<file path="src/rtl/mfal_defs.vh">
// Register map, field positions, reset values and mode codes of the fault alert logic
`ifndef MFAL_DEFS_VH
`define MFAL_DEFS_VH

`define MFAL_ADDR_VLIM_FIRST 8'h2b
`define MFAL_ADDR_VLIM_LAST 8'h32
`define MFAL_ADDR_HOT_LIMIT 8'h39
`define MFAL_ADDR_HYST_LIMIT 8'h3a
`define MFAL_ADDR_FAULT_STATUS 8'h41
`define MFAL_ADDR_FAULT_MASK 8'h43
`define MFAL_ADDR_TEMP_IRQ_MODE 8'h4b
`define MFAL_ADDR_RESULT_BASE 8'h20

`define MFAL_RST_HOT_LIMIT 8'h50
`define MFAL_RST_HYST_LIMIT 8'h41
`define MFAL_RST_FAULT_STATUS 5'h00
`define MFAL_RST_FAULT_MASK 5'h00
`define MFAL_RST_TEMP_IRQ_MODE 2'h0
`define MFAL_RST_VOLT_HIGH 8'hd3
`define MFAL_RST_VOLT_LOW 8'hac

`define MFAL_BIT_MID_RAIL 0
`define MFAL_BIT_LOW_RAIL 1
`define MFAL_BIT_HIGH_RAIL 2
`define MFAL_BIT_SUPPLY 3
`define MFAL_BIT_TEMP 4
`define MFAL_NUM_VOLT 4
`define MFAL_NUM_SRC 5

`define MFAL_MODE_DEFAULT 2'h0
`define MFAL_MODE_ONE_TIME 2'h1
`define MFAL_MODE_COMPARATOR 2'h2
`define MFAL_MODE_DEFAULT_ALT 2'h3

`define MFAL_CHAN_TEMP 3'h4

`endif

</file>
<file path="src/rtl/mfal_fault_alert.v">
// Fault status, masking and open-drain alert logic of a voltage and temperature monitor
`timescale 1ns/100ps
`include "mfal_defs.vh"
module mfal_fault_alert #(
  parameter DATA_W = 8,
  parameter NUM_VOLT = `MFAL_NUM_VOLT
) (
  input wire sys_clk,
  input wire rst,
  // Conversion results from the measurement sequencer
  input wire adc_valid,
  input wire [2:0] adc_chan,
  input wire [DATA_W-1:0] adc_code,
  // Configuration bits held by the configuration register
  input wire cfg_run,
  input wire cfg_alert_en,
  input wire cfg_alert_clr,
  // Register access from the serial management front end
  input wire [7:0] reg_addr,
  input wire reg_wr,
  input wire reg_rd,
  input wire [7:0] reg_wdata,
  output reg [7:0] reg_rdata_q,
  // Monitoring loop permission
  output reg conv_run_q,
  // Open-drain alert pin
  output reg alert_out_q,
  output reg alert_oe_q
);

  localparam NSRC = `MFAL_NUM_SRC;

  // One-time mode states
  localparam OT_ARMED = 2'b01;
  localparam OT_TRIPPED = 2'b10;

  reg [DATA_W-1:0] hot_limit_q;
  reg [DATA_W-1:0] hysteresis_limit_q;
  reg [NSRC-1:0] fault_status_q;
  reg [NSRC-1:0] fault_mask_q;
  reg [1:0] temp_irq_mode_q;
  // Limit storage: even index high limit, odd index low limit
  reg [DATA_W-1:0] vlim_q [0:2*NUM_VOLT-1];
  // Last result of each channel
  reg [DATA_W-1:0] result_q [0:NSRC-1];
  // Temperature history per mode
  reg hot_latch_q;
  reg hot_cond_q;
  reg [1:0] ot_state_q;
  reg alert_latch_q;

  reg [NSRC-1:0] fault_status_d;
  reg [NSRC-1:0] clear_bits;
  reg [1:0] ot_state_d;
  reg hot_latch_d;
  reg temp_event;
  reg alert_latch_d;
  reg alert_oe_d;
  reg [7:0] rdata_d;
  reg hot_cond_d;
  reg ot_event;

  wire [NUM_VOLT-1:0] volt_oor;
  wire [NSRC-1:0] raw_event;
  wire [NSRC-1:0] src_event;
  wire is_temp;
  wire temp_above_hot;
  wire temp_below_hyst;
  wire mode_cmp;
  wire mode_one;
  wire status_read;
  wire [7:0] vlim_idx;
  wire [7:0] res_idx;
  wire cmp_alert;
  wire hit_hot;
  wire hit_hyst;
  wire hit_status;
  wire hit_mask;
  wire hit_mode;
  wire hit_vlim;
  wire hit_result;
  wire wr_hot;
  wire wr_hyst;
  wire wr_mask;
  wire wr_mode;
  wire wr_vlim;

  assign is_temp = adc_valid && (adc_chan == `MFAL_CHAN_TEMP);
  // Temperature codes are two's complement degrees
  assign temp_above_hot = ($signed(adc_code) > $signed(hot_limit_q));
  assign temp_below_hyst = ($signed(adc_code) < $signed(hysteresis_limit_q));
  assign mode_cmp = (temp_irq_mode_q == `MFAL_MODE_COMPARATOR);
  assign mode_one = (temp_irq_mode_q == `MFAL_MODE_ONE_TIME);
  assign status_read = reg_rd && (reg_addr == `MFAL_ADDR_FAULT_STATUS);
  assign vlim_idx = reg_addr - `MFAL_ADDR_VLIM_FIRST;
  assign res_idx = reg_addr - `MFAL_ADDR_RESULT_BASE;

  // Address decodes of the read mux; all but status and result also feed the write path
  assign hit_hot = (reg_addr == `MFAL_ADDR_HOT_LIMIT);
  assign hit_hyst = (reg_addr == `MFAL_ADDR_HYST_LIMIT);
  assign hit_status = (reg_addr == `MFAL_ADDR_FAULT_STATUS);
  assign hit_mask = (reg_addr == `MFAL_ADDR_FAULT_MASK);
  assign hit_mode = (reg_addr == `MFAL_ADDR_TEMP_IRQ_MODE);
  assign hit_vlim = (reg_addr >= `MFAL_ADDR_VLIM_FIRST) && (reg_addr <= `MFAL_ADDR_VLIM_LAST);
  assign hit_result = (reg_addr >= `MFAL_ADDR_RESULT_BASE) && (res_idx < NSRC);

  // Write strobes
  assign wr_hot = reg_wr && hit_hot;
  assign wr_hyst = reg_wr && hit_hyst;
  assign wr_mask = reg_wr && hit_mask;
  assign wr_mode = reg_wr && hit_mode;
  assign wr_vlim = reg_wr && hit_vlim;

  // Per-rail window compare; limits at even index high, odd index low
  genvar gi;
  generate
    for (gi = 0; gi < NUM_VOLT; gi = gi + 1) begin : g_volt
      mfal_window_cmp #(
        .WIDTH(DATA_W)
      ) u_cmp (
        .code(adc_code),
        .voltage_low_limit(vlim_q[2*gi+1]),
        .voltage_high_limit(vlim_q[2*gi]),
        .out_of_range(volt_oor[gi])
      );
      // Each out-of-range conversion is a fresh event
      assign raw_event[gi] = adc_valid && (adc_chan == gi) && volt_oor[gi];
    end
  endgenerate

  assign raw_event[`MFAL_BIT_TEMP] = temp_event;
  assign src_event = raw_event & ~fault_mask_q;
  // Comparator alert follows the live condition, not the status read
  assign cmp_alert = mode_cmp && hot_cond_d && !fault_mask_q[`MFAL_BIT_TEMP];

  // Next comparator condition, so the alert follows in the conversion's own cycle
  always @* begin
    hot_cond_d = 1'b0;
    if (mode_cmp) begin
      hot_cond_d = hot_cond_q;
      if (is_temp) begin
        hot_cond_d = temp_above_hot;
      end
    end
  end

  // One-time mode: one event on going hot, one on falling below hysteresis
  always @* begin
    ot_state_d = ot_state_q;
    ot_event = 1'b0;
    if (is_temp && mode_one) begin
      case (ot_state_q)
        OT_ARMED: begin
          if (temp_above_hot) begin
            ot_event = 1'b1;
            ot_state_d = OT_TRIPPED;
          end
        end
        OT_TRIPPED: begin
          if (temp_below_hyst) begin
            ot_event = 1'b1;
            ot_state_d = OT_ARMED;
          end
        end
        default: begin
          ot_state_d = OT_ARMED;
        end
      endcase
    end
  end

  // Temperature event generation per mode
  always @* begin
    hot_latch_d = hot_latch_q;
    temp_event = 1'b0;
    if (is_temp) begin
      if (mode_cmp) begin
        temp_event = temp_above_hot;
      end else if (mode_one) begin
        temp_event = ot_event;
      end else begin
        // Hysteresis latch keeps alerts coming on every measurement until one falls below the hysteresis limit
        if (temp_above_hot) begin
          hot_latch_d = 1'b1;
        end else if (temp_below_hyst) begin
          hot_latch_d = 1'b0;
        end
        temp_event = temp_above_hot || (hot_latch_q && !temp_below_hyst);
      end
    end
  end

  // Status clearing and update; new events win over the clear
  always @* begin
    clear_bits = {NSRC{1'b0}};
    if (status_read) begin
      clear_bits = {NSRC{1'b1}};
      if (mode_cmp && hot_cond_q) begin
        clear_bits[`MFAL_BIT_TEMP] = 1'b0;
      end
    end
    fault_status_d = (fault_status_q & ~clear_bits) | src_event;
    // Bits of masked sources never show
    fault_status_d = fault_status_d & ~fault_mask_q;
  end

  // Latched part of the alert; comparator temperature goes through cmp_alert
  always @* begin
    alert_latch_d = alert_latch_q;
    if (status_read || cfg_alert_clr) begin
      alert_latch_d = 1'b0;
    end
    if (|src_event[NUM_VOLT-1:0]) begin
      alert_latch_d = 1'b1;
    end
    if (src_event[`MFAL_BIT_TEMP] && !mode_cmp) begin
      alert_latch_d = 1'b1;
    end
    alert_oe_d = cfg_alert_en && !cfg_alert_clr && (alert_latch_d || cmp_alert);
  end

  // Register read mux, reserved bits read zero
  always @* begin
    rdata_d = 8'h00;
    if (hit_hot) begin
      rdata_d = hot_limit_q;
    end else if (hit_hyst) begin
      rdata_d = hysteresis_limit_q;
    end else if (hit_status) begin
      rdata_d = {3'h0, fault_status_q};
    end else if (hit_mask) begin
      rdata_d = {3'h0, fault_mask_q};
    end else if (hit_mode) begin
      rdata_d = {6'h00, temp_irq_mode_q};
    end else if (hit_vlim) begin
      rdata_d = vlim_q[vlim_idx[2:0]];
    end else if (hit_result) begin
      // Latest results stay readable while the alert is active
      rdata_d = result_q[res_idx[2:0]];
    end
  end

  // Host-programmed limits, mask and mode
  integer i;
  always @(posedge sys_clk) begin
    if (rst) begin
      hot_limit_q <= `MFAL_RST_HOT_LIMIT;
      hysteresis_limit_q <= `MFAL_RST_HYST_LIMIT;
      for (i = 0; i < NUM_VOLT; i = i + 1) begin
        vlim_q[2*i] <= `MFAL_RST_VOLT_HIGH;
        vlim_q[2*i+1] <= `MFAL_RST_VOLT_LOW;
      end
      fault_mask_q <= `MFAL_RST_FAULT_MASK;
      temp_irq_mode_q <= `MFAL_RST_TEMP_IRQ_MODE;
    end else begin
      if (wr_hot) begin
        hot_limit_q <= reg_wdata;
      end
      if (wr_hyst) begin
        hysteresis_limit_q <= reg_wdata;
      end
      if (wr_mask) begin
        fault_mask_q <= reg_wdata[NSRC-1:0];
      end
      if (wr_mode) begin
        temp_irq_mode_q <= reg_wdata[1:0];
      end
      if (wr_vlim) begin
        vlim_q[vlim_idx[2:0]] <= reg_wdata;
      end
    end
  end

  // Latest result per channel, captured whatever the alert state
  integer j;
  always @(posedge sys_clk) begin
    if (rst) begin
      for (j = 0; j < NSRC; j = j + 1) begin
        result_q[j] <= 8'h00;
      end
    end else if (adc_valid && adc_chan < NSRC) begin
      result_q[adc_chan] <= adc_code;
    end
  end

  // Fault status, temperature mode state and latched alert
  always @(posedge sys_clk) begin
    if (rst) begin
      fault_status_q <= `MFAL_RST_FAULT_STATUS;
      hot_latch_q <= 1'b0;
      hot_cond_q <= 1'b0;
      ot_state_q <= OT_ARMED;
      alert_latch_q <= 1'b0;
    end else begin
      fault_status_q <= fault_status_d;
      hot_latch_q <= hot_latch_d;
      hot_cond_q <= hot_cond_d;
      ot_state_q <= ot_state_d;
      alert_latch_q <= alert_latch_d;
    end
  end

  // Output flops; pin data is a constant low, only the enable moves
  always @(posedge sys_clk) begin
    if (rst) begin
      alert_oe_q <= 1'b0;
      alert_out_q <= 1'b0;
      conv_run_q <= 1'b0;
      reg_rdata_q <= 8'h00;
    end else begin
      if (reg_rd) begin
        reg_rdata_q <= rdata_d;
      end
      alert_oe_q <= alert_oe_d;
      alert_out_q <= 1'b0;
      // Alert never stops conversions; only cfg_run low or the clear bit holds them
      conv_run_q <= cfg_run && !cfg_alert_clr;
    end
  end

endmodule // mfal_fault_alert

</file>
<file path="src/rtl/mfal_window_cmp.v">
// Window comparator of one voltage result against its low and high limits
`timescale 1ns/100ps
module mfal_window_cmp #(
  parameter WIDTH = 8
) (
  input wire [WIDTH-1:0] code,
  input wire [WIDTH-1:0] voltage_low_limit,
  input wire [WIDTH-1:0] voltage_high_limit,
  output wire out_of_range
);
  assign out_of_range = (code < voltage_low_limit) | (code > voltage_high_limit);
endmodule // mfal_window_cmp

</file>
<file path="config.mk">
export PLATFORM = sky130hd
export DESIGN_NAME = mfal_fault_alert
export DESIGN_NICKNAME = d
export VERILOG_FILES = /design/src/rtl/mfal_fault_alert.v /design/src/rtl/mfal_window_cmp.v
export VERILOG_INCLUDE_DIRS = /design/src /design/src/rtl
export SDC_FILE = /design/constraint.sdc
export NUM_CORES = 1
export LEC_CHECK = 0
export BUFFER_PORTS_ARGS = -buffer_cell sky130_fd_sc_hd__buf_2
export CAP_MARGIN = 25
export CORE_UTILIZATION = 50
export DETAILED_ROUTE_END_ITERATION = 8
export MAX_ROUTING_LAYER = met4
export PLACE_DENSITY = 0.67
export SYNTH_ARGS = -nofsm -noshare
export SYNTH_HDL_FRONTEND = slang
export SYNTH_HIERARCHICAL = 1
export SYNTH_SLANG_ARGS = --single-unit
</file>
<file path="constraint.sdc">
create_clock -name sys_clk -period 6.3 [get_ports sys_clk]
set_clock_uncertainty 0.2 [all_clocks]
set_input_delay 0.945 -clock sys_clk [delete_from_list [all_inputs] [get_ports sys_clk]]
set_output_delay 0.945 -clock sys_clk [all_outputs]
set_load 0.01 [all_outputs]
</file>
* Word level (Yosys, flattened, before mapping)
Memory sizes are Yosys's and may differ from the RTL's.
Index checks and enable logic that the tools add are counted.
** Word-level totals
- Bits in registers :: 43
- Memory bits (writable) :: 104
- Input port bits :: 35
- Output and inout bits :: 11
- Logic and storage cells :: 139
- Memories :: 2
** Cells by class
- Add/subtract/negate cells :: 2
- $lt $le $gt $ge :: 15
- Equal/unequal tests :: 15
- Multiplexer cells :: 40
- Bitwise logic cells :: 12
- Reduce and logical (&&, ||, !) cells :: 41
** Memory list
- vlim_q :: words 8, width 8, rd ports 9, clocked after Yosys merged registers in 0, wr ports 8, line mfal_fault_alert.v:43 : reg [DATA_W-1:0] vlim_q [0:2*NUM_VOLT-1];
- result_q :: words 5, width 8, rd ports 1, clocked after Yosys merged registers in 0, wr ports 5, line mfal_fault_alert.v:45 : reg [DATA_W-1:0] result_q [0:NSRC-1];
** Operators by type and width (count)
- 8-bit two-way mux :: 9
- 8-bit > comparator :: 5
- 8-bit less-than comparator :: 5
- 1-bit logical AND :: 27
- 8-bit by 7-bit == test with 1-bit output (second input constant) :: 3
- 1-bit two-way mux :: 24
- 8-bit by 6-bit == test with 1-bit output (second input constant) :: 2
- 8-bit by 6-bit >= comparator with 1-bit output (second input constant) :: 2
- 8-bit OR reduction :: 2
- 5-bit bitwise AND :: 3
- 5-bit inverter :: 2
- 8-bit by 6-bit less-or-equal comparator with 1-bit output (second input constant) :: 1
- 8-bit by 3-bit less-than comparator with 1-bit output (second input constant) :: 1
- 8-bit by 6-bit subtractor with 8-bit output (second input constant) :: 1
- 3-bit by 2-bit == test with 1-bit output (second input constant) :: 2
- 3-bit two-way mux :: 2
- 5-bit two-way mux :: 1
- 5-bit OR :: 1
- 2-bit by 1-bit == test with 1-bit output (second input constant) :: 2
- 2-bit == test (second input constant) :: 2
- 1-bit zero test :: 4
- 2-bit two-way mux :: 2
- 2-bit inequality test (second input constant) :: 2
- 1-bit OR :: 4
- 13 further kinds :: 16

* Logic depth before layout (Yosys ltp)
- Depth in word-level cells :: 13
- Gate-level depth with buffers :: 11
- Gate-level depth less buffers :: 11

* Cells and area by module
The synthesis kept the hierarchy.
** By module, submodules not included
- mfal_fault_alert :: times used 1, cells each 703, area an instance 8607.0 sq um, seq. area each 4704.5 sq um
- mfal_window_cmp at g_volt[1].u_cmp ... :: times used 3, cells each 56, area an instance 375.4 sq um, seq. area each 0.0 sq um
- mfal_window_cmp at g_volt[0].u_cmp :: times used 1, cells each 56, area an instance 385.4 sq um, seq. area each 0.0 sq um

* Worst setup path after synthesis
Ideal clock, no wire load.
- Path type :: input to register
- From :: input reg_addr[1]
- To :: memory vlim_q[3][0], enable pin
- Setup time :: 0.309 ns
- Arrival :: 3.389 ns
- Required time :: 5.791 ns
- Setup slack :: 2.401 ns
- Stages on the path :: 9
- Buffers on the path :: 4
- Cell sequence :: clkbuf_1 -> buf_1 -> inv_1 -> ha_1 -> buf_2 -> buf_1 -> nand2_1 -> nor3_2 -> or2_2
** RTL lines
- start, declared :: line mfal_fault_alert.v:19 : input wire [7:0] reg_addr,
- end, declared :: line mfal_fault_alert.v:43

==> metrics <==
status=completed; starting utilization of the core area=51.5%; EDFF count, synth=128; area share of the largest cell type after synthesis=roughly 38%; Post-Route Setup TNS=0 ns; number of CTS-inserted buffers=17; via count=slightly above 7000; leading cell type in the layout, fill and taps excluded=sky130_fd_sc_hd__edfxtp_1; post-synthesis register bit count=171; leakage power=~4.4 nW; stage delay of the slowest cell on the critical path=approximately 0.57 ns; first-pass GRT wire length=slightly below 40 mm; arrival time at the worst endpoint=around 3.8 ns; total DRC errors in the routed layout=0; global route total overflow=0; summed area of non-filler cells in the final layout=~11000 um^2; Routed Wire Length=between 20 and 30 mm; max-slew violation count=0; Resized cells post-CTS=0; cell area after synthesis=a little over 10000 um^2; Post-CTS Hold Buffers=0; Max-Cap Viols=0; Layout fillers=roughly 1700; dpl hpwl=18.5 mm; number of synthesis warnings=6; startpoint of the worst hold path=hot_limit_q[1]; average vias per placed instance=5.77; final core utilization=between 50% and 60%; Die Y=approximately 140 um; die extent in x=~140 um; buffer cell driving the clock tree root=sky130_fd_sc_hd__clkbuf_16; r2r startpoint=vlim_q[6][7]; power per cell area=approximately 240 nW/um^2; number of setup buffers added after CTS=0; start point of the critical path=reg_addr[0]; maximum number of pins on one net before global-route repair=39; minimum setup slack in the final design=around 2.4 ns; number of buffer and inverter stages on the critical path=1; count of buffers inserted at the top-level ports=between 40 and 50; combined global-route utilization of all metal layers=a little over a quarter; post-route ant nets=0; RSZ-0062 raised after global routing=no; Max Fanout on Critical Path=19; final setup violating endpoints=0; Routability Congestion=between 0.8 and 0.9; number of placement rows=51; master of the slowest instance on the critical path=sky130_fd_sc_hd__ha_1; Syn-to-layout area delta=10.1%; worst hold slack=0.259 ns; final worst path period share=between 60% and 70%; launching element type of the critical path=input pin; type of the worst min-delay path=flip-flop to flip-flop; Sink Count=171; Post-Place Worst Slack=~1.9 ns; shortest period the worst path allows=~3.9 ns; area taken by flip-flops and latches=about 4700 um^2; most frequent cells in the layout=sky130_fd_sc_hd__edfxtp_1, sky130_fd_sc_hd__inv_1, sky130_fd_sc_hd__ha_1, sky130_fd_sc_hd__and2_1, sky130_fd_sc_hd__a21oi_1; area used by multi-input combinational logic=around 5000 um^2; final hold violations=0; number of antenna violations at the first check in global routing=1; critical path endpoint category=flip-flop; Worst EP required=between 6 and 7 ns; dominant register cell in the synthesized netlist=sky130_fd_sc_hd__edfxtp_1; number of global-route vias before repair=approximately 6700; Setup Crit Path Kind=input pin to flip-flop; clock transition at the registers of the reported paths=around 0.070 ns; area of the die=approximately 21000 um^2; wire length per cell=around 21 um; achievable clock frequency=approximately 260 MHz; cell types occupying the most area after synthesis=sky130_fd_sc_hd__edfxtp_1, sky130_fd_sc_hd__ha_1, sky130_fd_sc_hd__dfxtp_1; H-tree lvl count=4; I/O pin total=46; critical-path cell list=buf_2, ha_1, o211ai_1, a2111o_1, or2_4, nor4_4, or2_1; Final nets=1093; CP top delay family=simple AND/OR/NAND/NOR gates; number of unique standard cell types used by synthesis=roughly 70; Worst Max-Slew Pin Slew=roughly 0.97 ns; sequential cell area fraction in the yosys report=46.5%; Core Area=a little under 20000 um^2; share of synthesized flip-flops with an asynchronous set or reset=0%; clock insertion delay at the later pin of the skew report=0.45 ns; Post-DP Area=about 11000 um^2; average instance area after synthesis=10.9 um^2; tightest slew margin relative to the limit=a little over a third; 1st-pass router iterations=6; synthesized netlist cell count=approximately 930; cell taking the most area after synthesis=sky130_fd_sc_hd__edfxtp_1; DRC marker count from the first detailed-route iteration=708; buffers from clock root to sink, at most=2; Peak supply drop=between 0.0002 and 0.00025 V; share of cells above drive strength 1=a little over an eighth; clock tree from TritonCTS=yes
## report_power, final
group          switching [mW]  internal [mW]
Sequential             0.0294           1.27
Clock                   0.513          0.527
Combinational           0.199          0.127
## routing by layer
layer / vias to the layer above / wire, um / global-route usage [%]
met5: - / 0 / -
met2: 247 / 12300 / 42.4
met4: 0 / 433 / 7.48
met1: 3497 / 11700 / 37.2
met3: 40 / 1830 / 4.67
li1: 3447 / - / -
## worst paths after layout
kind | to | slack (ns) | cells after the start
max | vlim_q[5][7] | 2.38 | 7
min | hot_limit_q[1] | 0.26 | 2
max reg2reg | alert_oe_q | 3.39 | 11
min reg2reg | hot_limit_q[1] | 0.26 | 2
## area by class of cell
type                       instances  area share [%]
tap                              265            2.98
sequential                       171            42.2
timing repair buffer              46            2.11
inverter                          89            3.00
antenna                            2          0.0449
multi-input combinational        649            44.5
clock buffer                      17            3.82
clock inverter                    15            1.36
## flip-flops by register name, summed over array words and instances, names as in the netlist, 2 cells and up
register,cells
fault_mask_q,5
vlim_q,64
ot_state_q,2
reg_rdata_q,8
hot_limit_q,8
temp_irq_mode_q,2
hysteresis_limit_q,8
result_q,64
fault_status_q,5
## through the flow
stage / instances / power [mW]
after floorplan: 951 / 1.53
after global placement: 1220 / 1.64
after detailed placement: 1220 / 1.64
after CTS: 1252 / 2.66
after global routing: 1253 / 2.74
final: 1254 / 2.66
## kinds of logic (layout without fill, tap and decap cells)
logic type | Yosys count | count (layout) | share of synthesized area [%]
AOI/OAI and AO/OA | 153 | 153 | 9.27
xor gates and xnor gates | 2 | 2 | 0.359
adders and majority gates | 84 | 84 | 10.4
buffers and inverters | 131 | 167 | 5.42
DFF | 171 | 171 | 46.5
muxes | 59 | 59 | 9.81
other | 1 | 27 | 0.0371
and+or+nand+nor | 326 | 326 | 18.2
## synthesized netlist by cell type (3+ instances only)
cell / number
sky130_fd_sc_hd__a2111oi_0: 3
sky130_fd_sc_hd__a211o_1: 9
sky130_fd_sc_hd__a211oi_1: 3
sky130_fd_sc_hd__a21o_1: 9
sky130_fd_sc_hd__a21oi_1: 68
sky130_fd_sc_hd__a31oi_1: 3
sky130_fd_sc_hd__and2_1: 69
sky130_fd_sc_hd__and3_1: 6
sky130_fd_sc_hd__buf_2: 12
sky130_fd_sc_hd__buf_4: 5
sky130_fd_sc_hd__buf_6: 3
sky130_fd_sc_hd__clkbuf_1: 20
sky130_fd_sc_hd__dfxtp_1: 43
sky130_fd_sc_hd__edfxtp_1: 128
sky130_fd_sc_hd__ha_1: 84
sky130_fd_sc_hd__inv_1: 89
sky130_fd_sc_hd__mux2i_1: 26
sky130_fd_sc_hd__mux4_2: 32
sky130_fd_sc_hd__nand2_1: 51
sky130_fd_sc_hd__nand2b_1: 26
sky130_fd_sc_hd__nand3_1: 28
sky130_fd_sc_hd__nand4_1: 8
sky130_fd_sc_hd__nor2_1: 51
sky130_fd_sc_hd__nor2b_1: 3
sky130_fd_sc_hd__nor3_1: 17
sky130_fd_sc_hd__nor3b_1: 9
sky130_fd_sc_hd__nor4_1: 5
sky130_fd_sc_hd__o21ai_0: 28
sky130_fd_sc_hd__o22a_1: 3
sky130_fd_sc_hd__o22ai_1: 7
sky130_fd_sc_hd__or2_2: 10
sky130_fd_sc_hd__or3_1: 21
## worst reg2reg max path: cells and delay by family (launching register included)
family / cells / cell delay [ns]
AND/OR/NAND/NOR: 5 / 0.99
adder cells (fa/ha/maj): 1 / 0.31
AO/OA/AOI/OAI: 4 / 0.82
flip-flops: 1 / 0.40
buffers and inverters: 1 / 0.07
(Power assumes the default switching activity.)
